`config.mk`:
```
export PLATFORM = sky130hd
export DESIGN_NAME = serial_access_host
export DESIGN_NICKNAME = d
export VERILOG_FILES = /design/src/core/serial_access_pkg.sv /design/src/core/input_sync.sv /design/src/core/serial_access_host.sv
export SDC_FILE = /design/constraint.sdc
export NUM_CORES = 1
export LEC_CHECK = 0
export BUFFER_PORTS_ARGS = -buffer_cell sky130_fd_sc_hd__buf_2
export CAP_MARGIN = 10
export CORE_MARGIN = 5
export CORE_UTILIZATION = 54
export DETAILED_ROUTE_END_ITERATION = 8
export PLACE_DENSITY = 0.77
export SLEW_MARGIN = 10
export SYNTH_ARGS = -nofsm -noshare
export SYNTH_HDL_FRONTEND = slang
export SYNTH_SLANG_ARGS = --single-unit
```
`constraint.sdc`:
```
create_clock -name clk_i -period 2.8 [get_ports clk_i]
set_input_delay 0.14 -clock clk_i [delete_from_list [all_inputs] [get_ports clk_i]]
set_output_delay 0.14 -clock clk_i [all_outputs]
set_load 0.01 [all_outputs]
```
`src/core/serial_access_pkg.sv`:
```
// Purpose: Shared constants and types for the serial register access host.
// Assumes: 100 MHz system clock, 32-bit classic Wishbone register port.
// Notes:   Register offsets are byte addresses of aligned 32-bit words.
package serial_access_pkg;

  // ---------------------------------------------------------------------------
  // Timing
  // ---------------------------------------------------------------------------
  localparam int CLK_HZ        = 100_000_000;
  localparam int I2C_FAST_HZ   = 400_000;
  // Quarter bit period rounded up, so the bus never runs faster than fast mode.
  localparam int QUARTER_CYCLES = (CLK_HZ + 4 * I2C_FAST_HZ - 1) / (4 * I2C_FAST_HZ);
  localparam logic [15:0] DIVIDER_RESET = 16'(QUARTER_CYCLES);

  // ---------------------------------------------------------------------------
  // Register map
  // ---------------------------------------------------------------------------
  localparam logic [7:0] CTRL_OFS    = 8'h00;
  localparam logic [7:0] TXDATA_OFS  = 8'h04;
  localparam logic [7:0] RXDATA_OFS  = 8'h08;
  localparam logic [7:0] STATUS_OFS  = 8'h0C;
  localparam logic [7:0] DIVIDER_OFS = 8'h10;

  localparam int          GO_BIT      = 31;
  localparam int          BUSY_BIT    = 0;
  localparam int          DONE_BIT    = 1;
  localparam int          NACK_BIT    = 2;
  localparam logic [31:0] CTRL_WMASK  = 32'h0001_7F3F;
  localparam logic [31:0] CTRL_RESET  = 32'h0000_0000;
  localparam logic [31:0] DATA_RESET  = 32'h0000_0000;

  typedef struct packed {
    logic [14:0] zero_hi;
    logic        addr_lsb_strap;
    logic        zero_mid;
    logic [6:0]  reg_index;
    logic [1:0]  zero_lo;
    logic [1:0]  len_m1;
    logic        three_wire_select;
    logic        use_spi;
    logic        auto_increment_flag;
    logic        read;
  } ctrl_s;

  // ---------------------------------------------------------------------------
  // Protocol constants
  // ---------------------------------------------------------------------------
  localparam logic [5:0] BUS_ADDRESS_HI = 6'h0C;
  localparam logic [3:0] ACK_SLOT       = 4'h8;
  localparam logic [3:0] LAST_SPI_BIT   = 4'h7;

  typedef enum logic [2:0] {
    ST_IDLE,
    ST_I2C_START,
    ST_I2C_BYTE,
    ST_I2C_STOP,
    ST_SPI_SELECT,
    ST_SPI_BIT,
    ST_SPI_RELEASE
  } state_e;

  typedef enum logic [2:0] {
    STEP_ADDR_W,
    STEP_SUB,
    STEP_DATA_W,
    STEP_RSTART,
    STEP_ADDR_R,
    STEP_DATA_R
  } step_e;

endpackage : serial_access_pkg

```
`src/core/input_sync.sv`:
```
// Purpose: Two flip-flop synchroniser for a group of pin inputs.
// Assumes: Inputs are asynchronous to clk_i.
// Notes:   Only the second stage is visible outside.
`timescale 1ns/1ps
module input_sync #(
  parameter int WIDTH = 3
) (
  input  wire logic             clk_i,
  input  wire logic             rst_i,
  input  wire logic [WIDTH-1:0] async_i,
  output logic      [WIDTH-1:0] sync_o
);

  logic [WIDTH-1:0] meta_reg;

  always_ff @(posedge clk_i) begin
    if (rst_i) begin
      meta_reg <= '1;
      sync_o   <= '1;
    end else begin
      meta_reg <= async_i;
      sync_o   <= meta_reg;
    end
  end

endmodule : input_sync

```
`src/core/serial_access_host.sv`:
```
// Purpose: Host controller that reads and writes a sensor register file over
//          two-wire or three/four-wire serial bus, ordered from Wishbone.
// Assumes: External pull-ups on the clock and data pads; one device on the bus.
// Notes:   Up to four data bytes per transfer; bytes travel low byte first.
//
// Design decisions made here: the placing of the registers and the Wishbone slave port.
`timescale 1ns/1ps
// What this block does
// - Start is data falling while clock high; bus busy until stop.
// - Transmitter releases data after each byte; receiver pulls it low to acknowledge.
// - Pointer byte follows address: low seven bits index, top bit auto-increment.
// - Read: address write, pointer, repeated start, address read, then data.
// - Write: address write, pointer, data bytes, each acknowledged, then stop.
// - Reading master acknowledges wanted bytes and withholds acknowledge on the last.
// - Two-wire bytes are eight bits, most significant first, up to four data bytes per transfer.
// - A receiver may hold the clock low; transfer waits until it is released.
// - Unaccepted address leaves data high in acknowledge slot; master may abandon.
// - Every two-wire transfer ends with a stop: data rising while clock high.
// - SPI chip select low for whole transaction; clock parked high while deselected.
// - SPI data changes on falling clock edge and is sampled on rising edge.
// - SPI single access is 16 clocks; bit 0 starts at first falling edge.
// - SPI bits 2 to 7 carry six-bit index, bits 8 to 15 data, MSB first.
// - Multi-byte SPI appends eight-clock blocks until chip select rises.
module serial_access_host
  import serial_access_pkg::*;
(
  input  wire logic        clk_i,
  input  wire logic        rst_i,
  input  wire logic        wb_cyc_i,
  input  wire logic        wb_stb_i,
  input  wire logic        wb_we_i,
  input  wire logic [7:0]  wb_adr_i,
  input  wire logic [3:0]  wb_sel_i,
  input  wire logic [31:0] wb_dat_i,
  output logic      [31:0] wb_dat_o,
  output logic             wb_ack_o,
  input  wire logic        serial_port_clock_i,
  output logic             serial_port_clock_o,
  output logic             serial_port_clock_oe_o,
  input  wire logic        serial_in_i,
  output logic             serial_in_o,
  output logic             serial_in_oe_o,
  input  wire logic        serial_out_i,
  output logic             cs_n_o
);

  // ---------------------------------------------------------------------------
  // Helpers
  // ---------------------------------------------------------------------------
  function automatic logic [31:0] merge_lanes(input logic [31:0] old_w,
                                              input logic [31:0] new_w,
                                              input logic [3:0]  sel);
    logic [31:0] res;
    res = old_w;
    for (int i = 0; i < 4; i++) begin
      if (sel[i]) begin
        res[8*i +: 8] = new_w[8*i +: 8];
      end
    end
    return res;
  endfunction : merge_lanes

  function automatic logic [7:0] byte_of(input logic [31:0] w, input logic [1:0] k);
    return w[{k, 3'b000} +: 8];
  endfunction : byte_of

  // ---------------------------------------------------------------------------
  // Pin synchronisers
  // ---------------------------------------------------------------------------
  logic [2:0] pins_sync;
  logic       clk_line_s;
  logic       data_line_s;
  logic       serial_out_s;

  input_sync #(.WIDTH(3)) u_sync (
    .clk_i   (clk_i),
    .rst_i   (rst_i),
    .async_i ({serial_port_clock_i, serial_in_i, serial_out_i}),
    .sync_o  (pins_sync)
  );

  assign clk_line_s   = pins_sync[2];
  assign data_line_s  = pins_sync[1];
  assign serial_out_s = pins_sync[0];

  // ---------------------------------------------------------------------------
  // Wishbone slave
  // ---------------------------------------------------------------------------
  ctrl_s       ctrl_reg;
  logic [31:0] tx_reg;
  logic [31:0] rx_reg;
  logic [15:0] divider_reg;
  logic        done_reg;
  logic        nack_reg;
  logic        start_reg;
  logic        ack_reg;
  logic [31:0] dat_reg;
  state_e      state_reg;
  logic        busy;
  logic        req;
  logic        wr;
  logic        finish;
  logic        nack_event;

  assign busy     = (state_reg != ST_IDLE) || start_reg;
  assign req      = wb_cyc_i && wb_stb_i && !ack_reg;
  assign wr       = req && wb_we_i;
  assign wb_ack_o = ack_reg;
  assign wb_dat_o = dat_reg;

  always_ff @(posedge clk_i) begin
    if (rst_i) begin
      ack_reg <= 1'b0;
      dat_reg <= DATA_RESET;
    end else begin
      ack_reg <= req;
      if (req && !wb_we_i) begin
        unique case (wb_adr_i)
          CTRL_OFS:    dat_reg <= ctrl_reg;
          TXDATA_OFS:  dat_reg <= tx_reg;
          RXDATA_OFS:  dat_reg <= rx_reg;
          STATUS_OFS:  dat_reg <= {29'h0, nack_reg, done_reg, busy};
          DIVIDER_OFS: dat_reg <= {16'h0, divider_reg};
          default:     dat_reg <= DATA_RESET;
        endcase
      end
    end
  end

  // Configuration is frozen while a transfer runs so its fields stay coherent.
  always_ff @(posedge clk_i) begin
    if (rst_i) begin
      ctrl_reg    <= ctrl_s'(CTRL_RESET);
      tx_reg      <= DATA_RESET;
      divider_reg <= DIVIDER_RESET;
      start_reg   <= 1'b0;
    end else begin
      start_reg <= 1'b0;
      if (wr && !busy) begin
        if (wb_adr_i == CTRL_OFS) begin
          ctrl_reg  <= ctrl_s'(merge_lanes(ctrl_reg, wb_dat_i, wb_sel_i) & CTRL_WMASK);
          start_reg <= wb_sel_i[3] && wb_dat_i[GO_BIT];
        end
        if (wb_adr_i == TXDATA_OFS) begin
          tx_reg <= merge_lanes(tx_reg, wb_dat_i, wb_sel_i);
        end
        if (wb_adr_i == DIVIDER_OFS) begin
          divider_reg <= 16'(merge_lanes({16'h0, divider_reg}, wb_dat_i, wb_sel_i));
        end
      end
    end
  end

  // A completion or refusal in the same cycle as its clear stays set.
  always_ff @(posedge clk_i) begin
    if (rst_i) begin
      done_reg <= 1'b0;
      nack_reg <= 1'b0;
    end else begin
      if (finish) begin
        done_reg <= 1'b1;
      end else if (wr && wb_adr_i == STATUS_OFS && wb_sel_i[0] && wb_dat_i[DONE_BIT]) begin
        done_reg <= 1'b0;
      end
      if (nack_event) begin
        nack_reg <= 1'b1;
      end else if (wr && wb_adr_i == STATUS_OFS && wb_sel_i[0] && wb_dat_i[NACK_BIT]) begin
        nack_reg <= 1'b0;
      end
    end
  end

  // ---------------------------------------------------------------------------
  // Quarter-bit tick divider
  // ---------------------------------------------------------------------------
  logic [15:0] cnt_reg;
  logic [15:0] div_m1;
  logic        tick;

  assign div_m1 = (divider_reg == 16'h0) ? 16'h0 : divider_reg - 16'h1;
  assign tick   = (state_reg != ST_IDLE) && (cnt_reg == 16'h0);

  always_ff @(posedge clk_i) begin
    if (rst_i) begin
      cnt_reg <= 16'h0;
    end else if (state_reg == ST_IDLE || cnt_reg == 16'h0) begin
      cnt_reg <= div_m1;
    end else begin
      cnt_reg <= cnt_reg - 16'h1;
    end
  end

  // ---------------------------------------------------------------------------
  // Transfer engine
  // ---------------------------------------------------------------------------
  step_e       step_reg;
  logic [1:0]  q_reg;
  logic [3:0]  bitn_reg;
  logic [1:0]  nbytes_reg;
  logic [7:0]  shift_reg;
  logic        ack_bit_reg;
  logic        rx_mode_reg;
  logic        in_data_reg;
  logic        last_byte;
  logic        three_wire_read;
  logic [7:0]  addr_w_byte;
  logic [7:0]  addr_r_byte;
  logic [7:0]  sub_byte;
  logic [7:0]  spi_cmd_byte;

  assign last_byte       = (nbytes_reg == ctrl_reg.len_m1);
  assign three_wire_read = ctrl_reg.three_wire_select && ctrl_reg.read;
  assign addr_w_byte     = {BUS_ADDRESS_HI, ctrl_reg.addr_lsb_strap, 1'b0};
  assign addr_r_byte     = {BUS_ADDRESS_HI, ctrl_reg.addr_lsb_strap, 1'b1};
  assign sub_byte        = {ctrl_reg.auto_increment_flag, ctrl_reg.reg_index};
  assign spi_cmd_byte    = {ctrl_reg.read, ctrl_reg.auto_increment_flag,
                            ctrl_reg.reg_index[5:0]};

  assign finish     = tick && q_reg == 2'h3 &&
                      (state_reg == ST_I2C_STOP || state_reg == ST_SPI_RELEASE);
  assign nack_event = tick && state_reg == ST_I2C_BYTE && q_reg == 2'h3 &&
                      bitn_reg == ACK_SLOT && !rx_mode_reg && ack_bit_reg;

  always_ff @(posedge clk_i) begin
    if (rst_i) begin
      state_reg              <= ST_IDLE;
      step_reg               <= STEP_ADDR_W;
      q_reg                  <= 2'h0;
      bitn_reg               <= 4'h0;
      nbytes_reg             <= 2'h0;
      shift_reg              <= 8'h00;
      ack_bit_reg            <= 1'b1;
      rx_mode_reg            <= 1'b0;
      in_data_reg            <= 1'b0;
      rx_reg                 <= DATA_RESET;
      cs_n_o                 <= 1'b1;
      serial_port_clock_o    <= 1'b0;
      serial_port_clock_oe_o <= 1'b0;
      serial_in_o            <= 1'b0;
      serial_in_oe_o         <= 1'b0;
    end else begin
      unique case (state_reg)
        ST_IDLE: begin
          if (start_reg) begin
            q_reg       <= 2'h0;
            nbytes_reg  <= 2'h0;
            step_reg    <= STEP_ADDR_W;
            rx_mode_reg <= 1'b0;
            state_reg   <= ctrl_reg.use_spi ? ST_SPI_SELECT : ST_I2C_START;
          end
        end
        ST_I2C_START: if (tick) begin
          unique case (q_reg)
            2'h0: begin
              serial_in_o    <= 1'b0;
              serial_in_oe_o <= 1'b0;
              q_reg          <= 2'h1;
            end
            2'h1: begin
              serial_port_clock_oe_o <= 1'b0;
              q_reg                  <= 2'h2;
            end
            2'h2: if (clk_line_s) begin
              serial_in_oe_o <= 1'b1;
              q_reg          <= 2'h3;
            end
            2'h3: begin
              serial_port_clock_oe_o <= 1'b1;
              q_reg                  <= 2'h0;
              bitn_reg               <= 4'h0;
              shift_reg <= (step_reg == STEP_RSTART) ? addr_r_byte : addr_w_byte;
              step_reg  <= (step_reg == STEP_RSTART) ? STEP_ADDR_R : STEP_ADDR_W;
              state_reg <= ST_I2C_BYTE;
            end
          endcase
        end
        ST_I2C_BYTE: if (tick) begin
          unique case (q_reg)
            2'h0: begin
              if (bitn_reg == ACK_SLOT) begin
                serial_in_oe_o <= rx_mode_reg && !last_byte;
              end else begin
                serial_in_oe_o <= !rx_mode_reg && !shift_reg[7];
              end
              q_reg <= 2'h1;
            end
            2'h1: begin
              serial_port_clock_oe_o <= 1'b0;
              q_reg                  <= 2'h2;
            end
            2'h2: if (clk_line_s) begin
              if (bitn_reg == ACK_SLOT) begin
                ack_bit_reg <= data_line_s;
              end else begin
                shift_reg <= {shift_reg[6:0], data_line_s};
              end
              q_reg <= 2'h3;
            end
            2'h3: begin
              serial_port_clock_oe_o <= 1'b1;
              q_reg                  <= 2'h0;
              if (bitn_reg != ACK_SLOT) begin
                bitn_reg <= bitn_reg + 4'h1;
              end else begin
                bitn_reg <= 4'h0;
                // A refused byte abandons the transfer with a stop.
                if (!rx_mode_reg && ack_bit_reg) begin
                  state_reg <= ST_I2C_STOP;
                end else begin
                  unique case (step_reg)
                    STEP_ADDR_W: begin
                      step_reg  <= STEP_SUB;
                      shift_reg <= sub_byte;
                    end
                    STEP_SUB: begin
                      if (ctrl_reg.read) begin
                        step_reg  <= STEP_RSTART;
                        state_reg <= ST_I2C_START;
                      end else begin
                        step_reg  <= STEP_DATA_W;
                        shift_reg <= byte_of(tx_reg, 2'h0);
                      end
                    end
                    STEP_DATA_W: begin
                      if (last_byte) begin
                        state_reg <= ST_I2C_STOP;
                      end else begin
                        nbytes_reg <= nbytes_reg + 2'h1;
                        shift_reg  <= byte_of(tx_reg, nbytes_reg + 2'h1);
                      end
                    end
                    STEP_ADDR_R: begin
                      step_reg    <= STEP_DATA_R;
                      rx_mode_reg <= 1'b1;
                    end
                    STEP_DATA_R: begin
                      rx_reg[{nbytes_reg, 3'b000} +: 8] <= shift_reg;
                      if (last_byte) begin
                        state_reg <= ST_I2C_STOP;
                      end else begin
                        nbytes_reg <= nbytes_reg + 2'h1;
                      end
                    end
                    default: state_reg <= ST_I2C_STOP;
                  endcase
                end
              end
            end
          endcase
        end
        ST_I2C_STOP: if (tick) begin
          unique case (q_reg)
            2'h0: begin
              serial_in_oe_o <= 1'b1;
              q_reg          <= 2'h1;
            end
            2'h1: begin
              serial_port_clock_oe_o <= 1'b0;
              q_reg                  <= 2'h2;
            end
            2'h2: if (clk_line_s) begin
              q_reg <= 2'h3;
            end
            2'h3: begin
              serial_in_oe_o <= 1'b0;
              q_reg          <= 2'h0;
              state_reg      <= ST_IDLE;
            end
          endcase
        end
        ST_SPI_SELECT: if (tick) begin
          cs_n_o                 <= 1'b0;
          serial_port_clock_o    <= 1'b1;
          serial_port_clock_oe_o <= 1'b1;
          serial_in_oe_o         <= 1'b1;
          shift_reg              <= spi_cmd_byte;
          bitn_reg               <= 4'h0;
          in_data_reg            <= 1'b0;
          q_reg                  <= 2'h0;
          state_reg              <= ST_SPI_BIT;
        end
        ST_SPI_BIT: if (tick) begin
          unique case (q_reg)
            2'h0: begin
              serial_port_clock_o <= 1'b0;
              serial_in_o         <= shift_reg[7] && !(in_data_reg && ctrl_reg.read);
              // The shared pin is released so the device can return data on it.
              serial_in_oe_o      <= !(in_data_reg && three_wire_read);
              q_reg               <= 2'h1;
            end
            2'h1: q_reg <= 2'h2;
            2'h2: begin
              serial_port_clock_o <= 1'b1;
              shift_reg <= {shift_reg[6:0],
                            ctrl_reg.three_wire_select ? data_line_s : serial_out_s};
              q_reg <= 2'h3;
            end
            2'h3: begin
              q_reg <= 2'h0;
              if (bitn_reg != LAST_SPI_BIT) begin
                bitn_reg <= bitn_reg + 4'h1;
              end else begin
                bitn_reg <= 4'h0;
                if (!in_data_reg) begin
                  in_data_reg <= 1'b1;
                  shift_reg   <= ctrl_reg.read ? 8'h00 : byte_of(tx_reg, 2'h0);
                end else begin
                  if (ctrl_reg.read) begin
                    rx_reg[{nbytes_reg, 3'b000} +: 8] <= shift_reg;
                  end
                  // Select is raised only on a byte boundary, never mid-byte.
                  if (last_byte) begin
                    state_reg <= ST_SPI_RELEASE;
                  end else begin
                    nbytes_reg <= nbytes_reg + 2'h1;
                    shift_reg  <= ctrl_reg.read ? 8'h00 : byte_of(tx_reg, nbytes_reg + 2'h1);
                  end
                end
              end
            end
          endcase
        end
        ST_SPI_RELEASE: if (tick) begin
          unique case (q_reg)
            2'h0: begin
              cs_n_o         <= 1'b1;
              serial_in_o    <= 1'b0;
              serial_in_oe_o <= 1'b0;
              q_reg          <= 2'h1;
            end
            2'h1: q_reg <= 2'h2;
            2'h2: q_reg <= 2'h3;
            2'h3: begin
              // The pull-up keeps the clock parked high once the driver lets go.
              serial_port_clock_o    <= 1'b0;
              serial_port_clock_oe_o <= 1'b0;
              q_reg                  <= 2'h0;
              state_reg              <= ST_IDLE;
            end
          endcase
        end
        default: state_reg <= ST_IDLE;
      endcase
    end
  end

endmodule : serial_access_host

```
Word level (Yosys, flattened, before mapping)
Index checks and enable logic that the tools add are counted.
{"block": "word_totals", "n_memories": 0, "latchBits": 0, "out_inout_bits": 38, "romBits": 0, "ramBits": 0, "ff_bits": 182, "inputBits": 52}
{"block": "classes", "div_mod_pow": 0, "n_eq_ne": 74, "shifts": 3, "order_cmp": 0, "bitwise_logic": 2, "n_reduce_logical": 89, "add_sub_neg": 5, "mul": 0, "n_mux": 143}
{"operator": "32-bit 2-to-1 mux", "n": 10}
{"operator": "32-bit case mux with 5 select lines", "n": 1}
{"operator": "8-bit 2-to-1 mux", "n": 16}
{"operator": "3-bit 2-to-1 mux", "n": 26}
{"operator": "32-bit case mux with 2 select lines", "n": 1}
{"operator": "1-bit 2-to-1 mux", "n": 38}
{"operator": "2-bit inequality test (second input constant)", "n": 19}
{"operator": "4-bit 2-to-1 mux", "n": 9}
{"operator": "17-bit AND reduction", "n": 2}
{"operator": "32-bit bitwise mux", "n": 1}
{"operator": "16-bit logical NOT", "n": 2}
{"operator": "16-bit 2-to-1 mux", "n": 2}
{"operator": "8-bit case mux with 2 select lines", "n": 2}
{"operator": "8-bit case mux with 4 select lines", "n": 1}
{"operator": "8-bit by 7-bit variable shift with 32-bit output (first input constant)", "n": 1}
{"operator": "32-bit by 6-bit indexed part select with 8-bit output", "n": 1}
{"operator": "8-bit by 7-bit indexed part select with 32-bit output", "n": 1}
{"operator": "16-bit by 1-bit subtractor with 16-bit output (second input constant)", "n": 2}
{"operator": "2-bit 2-to-1 mux", "n": 15}
{"operator": "3-bit case mux with 3 select lines", "n": 3}
{"operator": "3-bit AND reduction", "n": 9}
{"operator": "1-bit logical AND", "n": 25}
{"operator": "2-bit by 1-bit inequality test with 1-bit output (second input constant)", "n": 12}
{"operator": "2-bit case mux with 4 select lines", "n": 3}
{"operator": "48 further kinds", "n": 114}

Depth between registers and ports, before layout
Gate-level depths: netlist of the first run.
{"block": "logic_depth", "depth_word": 9, "ltp_mapped": 11}

By module
A second synthesis of the first run with hierarchy kept.
{"block": "hier_totals", "cells_unflattened": 1145, "hier_area_um2": 9395.3}
{"module": "serial_access_host", "area_each_um2": 9237.6, "n_inst": 1, "cells_each": 1133}
{"module": "input_sync", "area_each_um2": 157.7, "n_inst": 1, "cells_each": 12}

Worst setup path before layout of the first run
Ideal clock, no wire load.
{"block": "synth_timing", "path_kind": "flip-flop to flip-flop", "from": "register nbytes_reg[0]", "to": "register shift_reg[5]", "path_slack_ns": -0.227, "path_stages_with_launch": 11, "t_arrival_ns": 2.894, "path_cell_list": "dfxtp_1 -> clkbuf_1 -> buf_1 -> inv_1 -> ha_1 -> clkbuf_1 -> mux4_2 -> a22o_1 -> a221o_1 -> nand3_1 -> a21oi_1"}
{"block": "synth_between", "elab_chain_len": 9, "word_cells_on_any_way": 19, "classes_between": "1 x add/sub; 3 x eq/ne; 1 x shift; 13 x mux; 1 x reduce/logical"}
{"element": "from (decl)", "line_no": "serial_access_host.sv:199", "rtl": "logic [1:0] nbytes_reg;"}
{"element": "from (signal assigned)", "line_no": "serial_access_host.sv:328", "rtl": "nbytes_reg <= nbytes_reg + 2'h1;"}
{"element": "from (signal assigned)", "line_no": "serial_access_host.sv:341", "rtl": "nbytes_reg <= nbytes_reg + 2'h1;"}
{"element": "from (signal assigned)", "line_no": "serial_access_host.sv:415", "rtl": "nbytes_reg <= nbytes_reg + 2'h1;"}
{"element": "2-bit by 1-bit adder with 2-bit output", "line_no": "serial_access_host.sv:329, serial_access_host.sv:416"}
{"element": "32-bit by 6-bit indexed part select with 8-bit output", "line_no": "serial_access_host.sv:64", "rtl": "return w[{k, 3'b000} +: 8];"}
{"element": "8-bit 2-to-1 mux (on tied branches)", "line_no": "serial_access_host.sv:325, serial_access_host.sv:416"}
{"element": "8-bit case mux with 3 select lines / 8-bit 2-to-1 mux (equally long branches)", "line_no": "serial_access_host.sv:310, serial_access_host.sv:412"}
{"element": "8-bit 2-to-1 mux (on tied branches)", "line_no": "serial_access_host.sv:307, serial_access_host.sv:404"}
{"element": "8-bit 2-to-1 mux (on tied branches)", "line_no": "serial_access_host.sv:302, serial_access_host.sv:400"}
{"element": "8-bit case mux with 2 select lines (on tied branches)", "line_no": "serial_access_host.sv:278, serial_access_host.sv:383"}
{"element": "8-bit 2-to-1 mux (on tied branches)", "line_no": "serial_access_host.sv:277, serial_access_host.sv:382"}
{"element": "8-bit case mux with 4 select lines", "line_no": "serial_access_host.sv:242", "rtl": "unique case (state_reg)"}
{"element": "to (signal assigned)", "line_no": "serial_access_host.sv:271", "rtl": "shift_reg <= (step_reg == STEP_RSTART) ? addr_r_byte : addr_w_byte;"}
{"element": "to (signal assigned)", "line_no": "serial_access_host.sv:295", "rtl": "shift_reg <= {shift_reg[6:0], data_line_s};"}
{"element": "to (signal assigned)", "line_no": "serial_access_host.sv:313", "rtl": "shift_reg <= sub_byte;"}
{"element": "to (decl)", "line_no": "serial_access_host.sv:200", "rtl": "logic [7:0] shift_reg;"}
Several ways; a longest one is shown, not always the timed one. The select of a mux whose other input is x is not followed.
A chain may end at the register's enable or synchronous reset.

Final worst setup path of the first run
{"block": "layout_timing", "from": "register cnt_reg[0]", "to": "register rx_reg[8]"}
{"block": "layout_between", "elab_chain_len": 4, "word_cells_on_any_way": 5, "classes_between": "2 x eq/ne; 3 x reduce/logical"}
{"element": "from (decl)", "line_no": "serial_access_host.sv:176", "rtl": "logic [15:0] cnt_reg;"}
{"element": "from (signal assigned)", "line_no": "serial_access_host.sv:187", "rtl": "cnt_reg <= div_m1;"}
{"element": "from (signal assigned)", "line_no": "serial_access_host.sv:189", "rtl": "cnt_reg <= cnt_reg - 16'h1;"}
{"element": "16-bit logical NOT (*)", "line_no": "serial_access_host.sv:181", "rtl": "assign tick = (state_reg != ST_IDLE) && (cnt_reg == 16'h0);"}
{"element": "1-bit logical AND (*)", "line_no": "serial_access_host.sv:181"}
{"element": "2-bit inequality test (no source line)"}
{"element": "11-bit AND reduction (no source line) (*)"}
{"element": "to (signal, indexed assignment)", "line_no": "serial_access_host.sv:337", "rtl": "rx_reg[{nbytes_reg, 3'b000} +: 8] <= shift_reg;"}
{"element": "to (signal, indexed assignment)", "line_no": "serial_access_host.sv:409", "rtl": "rx_reg[{nbytes_reg, 3'b000} +: 8] <= shift_reg;"}
{"element": "to (decl)", "line_no": "serial_access_host.sv:91", "rtl": "logic [31:0] rx_reg;"}
Mark *: on every way between the ends. The rest lies on a longest branch, timed or not.

==> results of run 1 <==
kinds of logic after synthesis:
group | synth area share
and+or+nand+nor | 0.227
AOI/OAI and AO/OA | 0.228
DFF | 0.388
buffers and inverters | 0.0420
muxes | 0.0653
xor gates and xnor gates | 0.0298
adders and majority gates | 0.0200
routing by layer:
layer | part of all wire | global-route usage | vias to the layer above | wire [um]
met1 | 0.40 | 0.396 | 4465 | 12100
met5 | 0 | 0 | - | 0
met2 | 0.46 | 0.462 | 600 | 13700
li1 | - | - | 4406 | -
met4 | 0.039 | 0.110 | 0 | 1170
met3 | 0.10 | 0.0677 | 87 | 3070
worst max-delay path: stages, from the launching register on:
cell and delay, ns:
dfxtp_2 0.33, inv_2 0.05, ha_1 0.14, or4b_4 0.46, or4_4 0.57, buf_8 0.16
a211oi_4 0.27, buf_12 0.16, and3_4 0.24, nand3_1 0.11, a21oi_1 0.16
metrics by stage:
stage | setup TNS [ns] | instance area, um2 | utilization | total power, W
2_1_floorplan | 0 | 9390 | - | 0.00315
3_3_place_gp | 0 | 10400 | 0.605 | 0.00341
3_5_place_dp | 0 | 10400 | 0.605 | 0.00342
4_1_cts | 0 | 11400 | 0.663 | 0.00597
5_1_grt | -0.672 | 11500 | 0.667 | 0.00621
6_report | 0 | 11500 | 0.667 | 0.00600
final cells by class:
| cell class | instances | area, um2 |
|---|---|---|
| Inverter | 21 | 78.8 |
| Tap cell | 225 | 282 |
| Multi-Input combinational cell | 855 | 5400 |
| Fill cell | 1372 | 5710 |
| Sequential cell | 182 | 3640 |
| Timing Repair Buffer | 197 | 1430 |
| Clock inverter | 14 | 191 |
| Clock buffer | 18 | 429 |
worst max path at each step:
stage / depth (start not counted) / end / slack, ns / startpoint
2_1_floorplan: 10 / shift_reg[5] / 0.11 / nbytes_reg[0]
3_3_place_gp: 10 / rx_reg[6] / 0.12 / cnt_reg[0]
3_5_place_dp: 10 / rx_reg[30] / 0.004 / cnt_reg[0]
4_1_cts: 10 / rx_reg[9] / 0.0004 / cnt_reg[0]
5_1_grt: 11 / rx_reg[30] / -0.07 / cnt_reg[0]
6_report: 10 / rx_reg[8] / 0.06 / cnt_reg[0]
power by group:
part / switching (W) / internal [W] / total (W)
logic: 0.000450 / 0.000346 / 0.000795
clock network: 0.00112 / 0.00143 / 0.00256
registers: 0.0000312 / 0.00262 / 0.00265
cell usage after synthesis (11+ instances only):
cell       instances  area share
nor4_1            11      0.0073
a21oi_1          111       0.059
nand2b_1          13      0.0087
mux2i_1           41       0.044
clkbuf_1          66       0.026
inv_1             21      0.0084
o21ai_0           43       0.023
nor2b_1           14      0.0093
o22a_1            15       0.014
a222oi_1          15       0.016
nand3_1           58       0.031
a2bb2oi_1         20       0.019
nand2_1          120       0.048
nor3_1            14      0.0075
dfxtp_1          182        0.39
and3_1            13      0.0087
a22oi_1           20       0.016
ha_1              15       0.020
xor2_1            15       0.014
nor2_1           131       0.052
xnor2_1           17       0.016
what timing repair did:
action                                  CTS  global route
hold buffers                             38             0
setup buffers                             0             2
pin swaps                                 0             6
endpoints found under the hold margin    51             0
endpoints found under the setup margin    2            54
gates cloned                              0             1
gates resized for setup                   1            19
==> results.py, run 1 <==
metrics = {
    "status": {
        "status": "finished clean",
    },
    "sta": {
        "slew_headroom": 0.423,
        "setup_violations": 0,
        "rsz0062_at_grt": "true",
        "hold-worst-slack_ns": 0.0204,
        "clock.fmax_mhz": 365,
        "timing.final.ws_setup_ns": 0.0635,
        "timing.final.crit_share": 0.977,
        "hold_violations": 0,
        "min_period_ns": 2.74,
        "slew_viol_final": 0,
        "finClkSkew_ns": 0.00823,
        "worstMarginPinSlew_ns": 0.864,
    },
    "min_path": {
        "hold_path_depth": 3,
        "hp-class": "in -> reg",
        "min_to": "divider_reg[6]",
        "hp-start": "wb_dat_i[6]",
    },
    "yosys": {
        "yosysWarnings": 0,
        "synth_cells": 1137,
        "synthArstFlopShare": 0,
        "synth.distinct_cells": 70,
        "syn-cell-area_um2": 9390,
        "yosysSeqAreaShare": 0.388,
        "synthFlopType": "dfxtp_1",
        "avgSynthCellArea_um2": 8.26,
        "synth-seq-cells": 182,
        "synth_fp_nets": 1204,
        "synth_edf_count": 0,
    },
    "setup_path": {
        "r2r_end": "rx_reg[8]",
        "reg2reg_depth": 10,
        "cp-end-kind": "flip-flop",
        "critical_path.max_fanout": 9,
        "worstSetupStartpointType": "flip-flop",
        "reg2reg_slack_ns": 0.06,
        "cp.required_ns": 3.17,
        "r2r-start": "cnt_reg[0]",
        "criticalPathCategory": "reg -> reg",
        "cp.arrival_ns": 3.11,
    },
    "drt": {
        "drtIter0Drc": 1552,
        "avgRoutedWirePerCell_um": 19.9,
        "drt_pre_antenna_iters": 6,
        "num_vias": 9558,
        "viasPerCell": 6.32,
        "wl_um": 30000,
        "drc": 0,
        "drtAntennaViolNets": 0,
    },
    "clocking": {
        "root_buffer": "clkbuf_16",
        "cts_tree": "yes",
        "clock-sinks": 182,
        "cts.clk_slew.worst_paths_ns": 0.07,
        "clkLatencyLatePin_ns": 0.44,
        "clock_path_buffers": 2,
        "htree_levels": 4,
        "cts_buffers": 17,
    },
    "final_layout": {
        "finalNonFillerCells": 1512,
        "final_common_cell": "dfxtp_1",
        "layout_common_cells": "181 x dfxtp_1, 131 x nor2_1, 120 x nand2_1, 107 x a21oi_1, 89 x buf_2",
        "fin_nets": 1341,
        "area_delta_synth_final_pct": 22.1,
        "drive_gt1_frac": 0.186,
        "diodes": 0,
    },
    "floorplan": {
        "die-area_um2": 20100,
        "die_w_um": 142,
        "io-pin-count": 90,
        "rows": 48,
        "core_area_um2": 17200,
        "die_h_um": 142,
        "start_util": 0.547,
    },
    "placed_design": {
        "port_buffers": 89,
        "place_ws_ns": 0.00366,
        "placed_cells": 1439,
        "gp_congestion": 1.04,
        "hpwl_um": 21200,
    },
    "pwr": {
        "peakVddDrop_uv": 448,
        "p_leak_nw": 4.22,
        "power.density_nw_per_um2": 523,
    },
    "global_route": {
        "grt_pass1_wl_um": 47400,
        "grt_use_total": 0.294,
        "antenna_found_initial": 0,
        "grt_start_max_net_pins": 97,
        "first_global_vias": 8925,
        "grt_overflow": 0,
    },
    "run": {
        "drv_cap": 0,
    },
}
No activity file was read; power rests on OpenSTA's default activity.
==> run 2: changes to the inputs <==
CELL_PAD_IN_SITES_DETAIL_PLACEMENT = 0   (was unset)
CELL_PAD_IN_SITES_GLOBAL_PLACEMENT = 2   (was unset)
CORE_UTILIZATION = 32   (was 54)
PLACE_DENSITY = unset   (was 0.77)
PLACE_DENSITY_LB_ADDON = 0.1   (was unset)
==> run 2 against run 1 <==
Net effect: the run now ends with negative setup slack left; power increased by 1.4%; clock skew increased by 0.0066 ns; register-to-register slack got worse by 0.10 ns; highest routed layer unchanged; non-clock buffer count increased by 6; clock power about the same; clock-buffer cell count decreased by 1; routed wire length increased by 19%; flip-flop and latch count unchanged; die area increased by 63%; first-iteration DRC count decreased by 54%; combinational power increased by 7.2%; cell count increased by 11%.
==> results.py, run 2 (same netlist as run 1, synthesis figures left out) <==
metrics = {
    "final_layout": {
        "area_delta_synth_final_pct": 26.0,
        "final_area_um2": 11800,
        "final_common_cell": "dfxtp_1",
        "diodes": 0,
        "final_core_util": 0.410,
        "drive_gt1_frac": 0.206,
        "fin_nets": 1347,
        "layout_common_cells": "180 x dfxtp_1, 131 x nor2_1, 120 x nand2_1, 101 x a21oi_1, 88 x buf_2",
    },
    "clocking": {
        "clock_path_buffers": 2,
        "root_buffer": "clkbuf_16",
        "cts_buffers": 17,
        "clkLatencyLatePin_ns": 0.44,
        "htree_levels": 4,
        "clock-sinks": 182,
        "cts_tree": "yes",
        "cts.clk_slew.worst_paths_ns": 0.08,
    },
    "floorplan": {
        "start_util": 0.325,
        "core_area_um2": 28900,
        "io-pin-count": 90,
        "die-area_um2": 32900,
        "rows": 62,
        "die_h_um": 181,
        "die_w_um": 181,
    },
    "drt": {
        "wl_um": 35800,
        "drtAntennaViolNets": 0,
        "avgRoutedWirePerCell_um": 21.3,
        "drt_pre_antenna_iters": 5,
        "num_vias": 9092,
        "drc": 0,
        "viasPerCell": 5.42,
        "drtIter0Drc": 709,
    },
    "placed_design": {
        "gp_congestion": 0.831,
        "dpl-instance-area_um2": 10600,
        "hpwl_um": 26000,
        "port_buffers": 89,
        "place_ws_ns": -0.0195,
    },
    "sta": {
        "finClkSkew_ns": 0.0148,
        "rsz0062_at_grt": "true",
        "slew_viol_final": 0,
        "worstMarginPinSlew_ns": 0.871,
        "timing.final.ws_setup_ns": -0.0389,
        "min_period_ns": 2.84,
        "hold_violations": 0,
        "clock.fmax_mhz": 352,
        "slew_headroom": 0.418,
        "final.setup.tns_ns": -0.0389,
        "setup_violations": 1,
        "timing.final.crit_share": 1.01,
    },
    "run": {
        "drv_cap": 0,
    },
    "setup_path": {
        "worstPathBufferInverterCount": 3,
        "r2r_end": "rx_reg[0]",
        "cp.arrival_ns": 3.19,
        "cp.required_ns": 3.16,
        "slowest_stage": "or4_4",
        "cpLargestDelayFamily": "simple AND/OR/NAND/NOR gates",
        "cp-end-kind": "flip-flop",
        "r2r-start": "cnt_reg[1]",
        "path_cells": "inv_2, ha_4, or4b_4, or4_4, buf_8, a211oi_4, buf_12, and3_4, nand3_1, a21oi_2",
        "reg2reg_depth": 10,
        "max_stage_delay_ns": 0.53,
        "criticalPathCategory": "reg -> reg",
        "reg2reg_slack_ns": -0.04,
        "critical_path.max_fanout": 8,
        "worstSetupStartpointType": "flip-flop",
    },
    "pwr": {
        "power.density_nw_per_um2": 514,
        "p_leak_nw": 4.26,
        "swShare": 0.295,
        "p_int_w": 0.00429,
        "seq_power_share": 0.436,
        "peakVddDrop_uv": 356,
        "pwr-share-comb": 0.140,
        "switchingPower_w": 0.00179,
        "power_w": 0.00608,
        "clockPowerShare": 0.424,
    },
    "min_path": {
        "hold_path_depth": 2,
        "hp-start": "wb_dat_i[1]",
        "hp-class": "in -> reg",
        "min_to": "divider_reg[1]",
    },
    "global_route": {
        "antenna_found_initial": 0,
        "grt_overflow": 0,
        "grt_pass1_wl_um": 54500,
        "grt_start_max_net_pins": 76,
        "grt_use_total": 0.212,
        "first_global_vias": 8752,
    },
    "status": {
        "violations": "negative setup slack",
        "status": "finished with violations",
    },
}
-- run 2: cell type report --
type                            count  area [um2]
Sequential cell                   182        3650
Clock inverter                     15         198
Inverter                           21        78.8
Tap cell                          384         480
Clock buffer                       17         425
Fill cell                        3027       17000
Timing Repair Buffer              203        1490
Multi-Input combinational cell    855        5510
-- run 2: power groups by stage --
| stage | clock, W | combinational (W) | sequential (W) |
|---|---|---|---|
| final | 0.00258 | 0.000852 | 0.00265 |
| after global routing | 0.00276 | 0.000922 | 0.00266 |
| after CTS | 0.00265 | 0.000797 | 0.00265 |
| after detailed placement | 0 | 0.000754 | 0.00271 |
| after global placement | 0 | 0.000761 | 0.00271 |
| after floorplan | 0 | 0.000450 | 0.00270 |
-- run 2: worst max-delay path by stage --
stage / from / end / slack [ns] / cells past startpoint
4_1_cts: cnt_reg[1] / rx_reg[0] / 0.01 / 10
3_5_place_dp: cnt_reg[1] / rx_reg[23] / -0.02 / 10
2_1_floorplan: nbytes_reg[0] / shift_reg[5] / 0.11 / 10
3_3_place_gp: cnt_reg[1] / rx_reg[13] / 0.05 / 10
5_1_grt: cnt_reg[0] / rx_reg[0] / -0.12 / 10
6_report: cnt_reg[1] / rx_reg[0] / -0.04 / 10
-- run 2: timing repair --
action | 4_1_cts | 5_1_grt
hold buffers | 38 | 0
resized for setup | 4 | 39
gates cloned | 0 | 1
endpoints found under the hold margin | 55 | 0
buffers inserted | 0 | 5
endpoints found under the setup margin | 32 | 40
pin swaps | 0 | 16
-- run 2: through the flow --
| stage | std cells | hold WS, ns |
|---|---|---|
| CTS | 1671 | 0.0271 |
| floorplan | 1137 | 0.244 |
| detailed placement | 1601 | 0.327 |
| global route | 1677 | 0.0305 |
| finish | 1677 | 0.0363 |
| global placement | 1601 | 0.325 |
-- run 2: routing by layer --
layer  global-route usage  wire [um]
met5                    0          0
met4               0.0414        445
met2                0.346      16900
met1                0.300      17100
met3               0.0298       1360
-- run 2: worst register-to-register path: stages (launching register included) --
cell and delay, ns:
dfxtp_2 0.34, inv_2 0.07, ha_4 0.11, or4b_4 0.45
or4_4 0.53, buf_8 0.16, a211oi_4 0.37, buf_12 0.18
and3_4 0.24, nand3_1 0.12, a21oi_2 0.19
==> run 3: changes to the inputs <==
ABC_AREA = 1   (was unset)
CORE_UTILIZATION = 30   (was 32)
==> run 3 against run 2 <==
Net effect: design area is 1.4% lower; non-clock buffer count is 43 lower; largest power group is now combinational logic; the flow now finishes without violations; cell count is 23% higher; setup slack better by 0.27 ns; synthesized cell count is 32% higher; sequential share of layout area is 0.42 points higher; power is 49% higher.
==> results.py, run 3 <==
metrics = {
    "yosys": {
        "synthArstFlopShare": 0,
        "synth.distinct_cells": 40,
        "yosysWarnings": 0,
        "synth-compound-area-share": 0.200,
        "synth.mux.area_fraction": 0,
        "synth_cells": 1496,
        "synth_area_leaders": "dfxtp_1 37%, nand2_1 12%, inv_1 7.6%",
        "syn-cell-area_um2": 9730,
        "synth_fa_ha_area_frac": 0.0193,
        "synth-seq-cells": 182,
        "synth_largest_area_cell": "dfxtp_1",
        "post_synth_and_or_nand_nor_area_fraction": 0.286,
        "synth_edf_count": 0,
        "synth_top_area_frac": 0.375,
        "synth_xor_area_frac": 0.0144,
        "yosysSeqAreaShare": 0.375,
        "synth_fp_nets": 1563,
        "avgSynthCellArea_um2": 6.50,
        "synth_top_family_by_area": "simple AND/OR/NAND/NOR gates",
        "synthFlopType": "dfxtp_1",
        "synth_most_common_cell": "nand2_1",
        "synth_commonest_cells": "317 x nand2_1, 196 x inv_1, 184 x nor2_1",
    },
    "sta": {
        "finClkSkew_ns": 0.0176,
        "rsz0062_at_grt": "false",
        "slew_viol_final": 0,
        "min_period_ns": 2.57,
        "timing.final.crit_share": 0.917,
        "setup_violations": 0,
        "slew_headroom": 0.327,
        "clock.fmax_mhz": 389,
        "hold_violations": 0,
        "final.setup.tns_ns": 0,
        "worstMarginPinSlew_ns": 1.01,
    },
    "clocking": {
        "clock-sinks": 182,
        "cts_repair_resize_count": 0,
        "cts_buffers": 17,
        "clock_path_buffers": 2,
        "clkLatencyLatePin_ns": 0.46,
        "root_buffer": "clkbuf_16",
        "cts.clk_slew.worst_paths_ns": 0.08,
        "cts_tree": "yes",
        "htree_levels": 4,
    },
    "setup_path": {
        "cp.required_ns": 3.11,
        "r2r_end": "tx_reg[3]",
        "criticalPathCategory": "reg -> reg",
        "r2r-start": "state_reg[0]",
        "worstSetupStartpointType": "flip-flop",
        "cp-end-kind": "flip-flop",
        "reg2reg_slack_ns": 0.23,
        "critical_path.max_fanout": 16,
        "reg2reg_depth": 8,
        "cp.arrival_ns": 2.88,
    },
    "global_route": {
        "grt_use_total": 0.214,
        "grt_pass1_wl_um": 59000,
        "antenna_found_initial": 0,
        "grt_overflow": 0,
        "first_global_vias": 9735,
        "grt_start_max_net_pins": 55,
    },
    "min_path": {
        "hold_path_depth": 3,
        "hp-class": "in -> reg",
        "min_to": "addr_r_byte[1]",
        "hp-start": "wb_sel_i[2]",
    },
    "floorplan": {
        "rows": 66,
        "die_w_um": 190,
        "io-pin-count": 90,
        "die-area_um2": 36100,
        "start_util": 0.301,
        "core_area_um2": 32300,
        "die_h_um": 190,
    },
    "final_layout": {
        "final_core_util": 0.361,
        "final_common_cell": "nand2_1",
        "drive_gt1_frac": 0.113,
        "area_delta_synth_final_pct": 19.9,
        "diodes": 0,
        "layout_common_cells": "317 x nand2_1, 195 x inv_1, 183 x nor2_1, 182 x dfxtp_1, 133 x a21oi_1",
        "fin_nets": 1673,
    },
    "run": {
        "drv_cap": 0,
    },
    "drt": {
        "num_vias": 10000,
        "drt_pre_antenna_iters": 5,
        "drtAntennaViolNets": 0,
        "avgRoutedWirePerCell_um": 19.1,
        "viasPerCell": 4.87,
        "wl_um": 39300,
        "drtIter0Drc": 717,
        "drc": 0,
    },
    "pwr": {
        "seq_power_share": 0.322,
        "pwr-share-comb": 0.402,
        "clockPowerShare": 0.276,
        "peakVddDrop_uv": 463,
        "p_leak_nw": 4.81,
        "power.density_nw_per_um2": 776,
        "swShare": 0.436,
        "p_int_w": 0.00510,
        "switchingPower_w": 0.00395,
    },
    "placed_design": {
        "hpwl_um": 30200,
        "gp_congestion": 0.900,
        "port_buffers": 89,
    },
    "status": {
        "status": "finished clean",
    },
}
-- run 3: cell types whose count changed after synthesis, sizes merged, moves of 16 or more --
cell	before	now
nand2	120	319
mux2i	41	0
o21ai	45	129
a22oi	20	4
inv	21	201
a2bb2oi	20	0
a211oi	6	33
o22ai	3	30
nor2	134	188
a21oi	111	133
nand4	5	21
-- run 3: cell type report --
type	count	area (um2)
well taps	442	553
clock inverters	13	136
repair buffers	160	1070
inverters	202	758
fillers	3603	20600
multi-input cells	1043	5060
flip-flops and latches	182	3640
clock buffers	19	443
-- run 3: metrics by stage --
step           cell area, um2  setup slack [ns]  instances  power [W]  hold slack, ns
6_report                11700             0.231       2061    0.00905          0.0180
5_1_grt                 11700             0.113       2061    0.00962         0.00777
4_1_cts                 11700             0.296       2061    0.00909        0.000232
3_5_place_dp            10800             0.316       1998    0.00653           0.331
3_3_place_gp            10800             0.149       1998    0.00659           0.328
2_1_floorplan            9730             0.491       1496    0.00526           0.244
-- run 3: how the worst max path moves through the flow --
stage,start,endpoint,slack [ns],cells past startpoint
floorplan,nbytes_reg[0],shift_reg[0],0.49,13
global placement,state_reg[0],tx_reg[3],0.15,8
detailed placement,state_reg[0],tx_reg[3],0.32,8
CTS,state_reg[0],tx_reg[3],0.30,8
global route,state_reg[0],ctrl_reg[9],0.11,8
finish,state_reg[0],tx_reg[3],0.23,8
-- run 3: power groups by stage --
stage	clock, W	sequential (W)	combinational (W)
after floorplan	0	0.00293	0.00232
after global placement	0	0.00298	0.00361
after detailed placement	0	0.00297	0.00356
after CTS	0.00257	0.00292	0.00361
after global routing	0.00268	0.00294	0.00401
final	0.00250	0.00292	0.00364
-- run 3: what timing repair did --
action / 4_1_cts / 5_1_grt
hold buffers: 31 / 0
hold endpoints to repair: 33 / 0
endpoints found under the setup margin: 0 / 0
setup buffers: 0 / 0
-- run 3: worst max-delay path, stage by stage (launching register included) --
cell and delay [ns]:
dfxtp_1 0.37, nor2_1 0.26, nand3b_1 0.39, nor2_2 0.36, inv_2 0.09, nor2_1 0.22
nand2_1 0.39, nor2_1 0.28, a211oi_1 0.07
-- run 3: routing by layer --
layer / global-route usage / up-vias / wire length, um
met5: 0 / - / 0
met4: 0.0545 / 0 / 670
met3: 0.0310 / 31 / 1270
met2: 0.373 / 212 / 19300
met1: 0.279 / 4659 / 18100
li1: - / 5127 / -
-- run 3: logic make-up (layout without fill, tap and decap cells) --
| group | count (synthesis) | in the layout |
|---|---|---|
| flops | 182 | 182 |
| xor+xnor | 16 | 16 |
| buf+inv | 271 | 394 |
| simple gates | 661 | 661 |
| compound gates | 351 | 351 |
| fa+ha+maj | 15 | 15 |
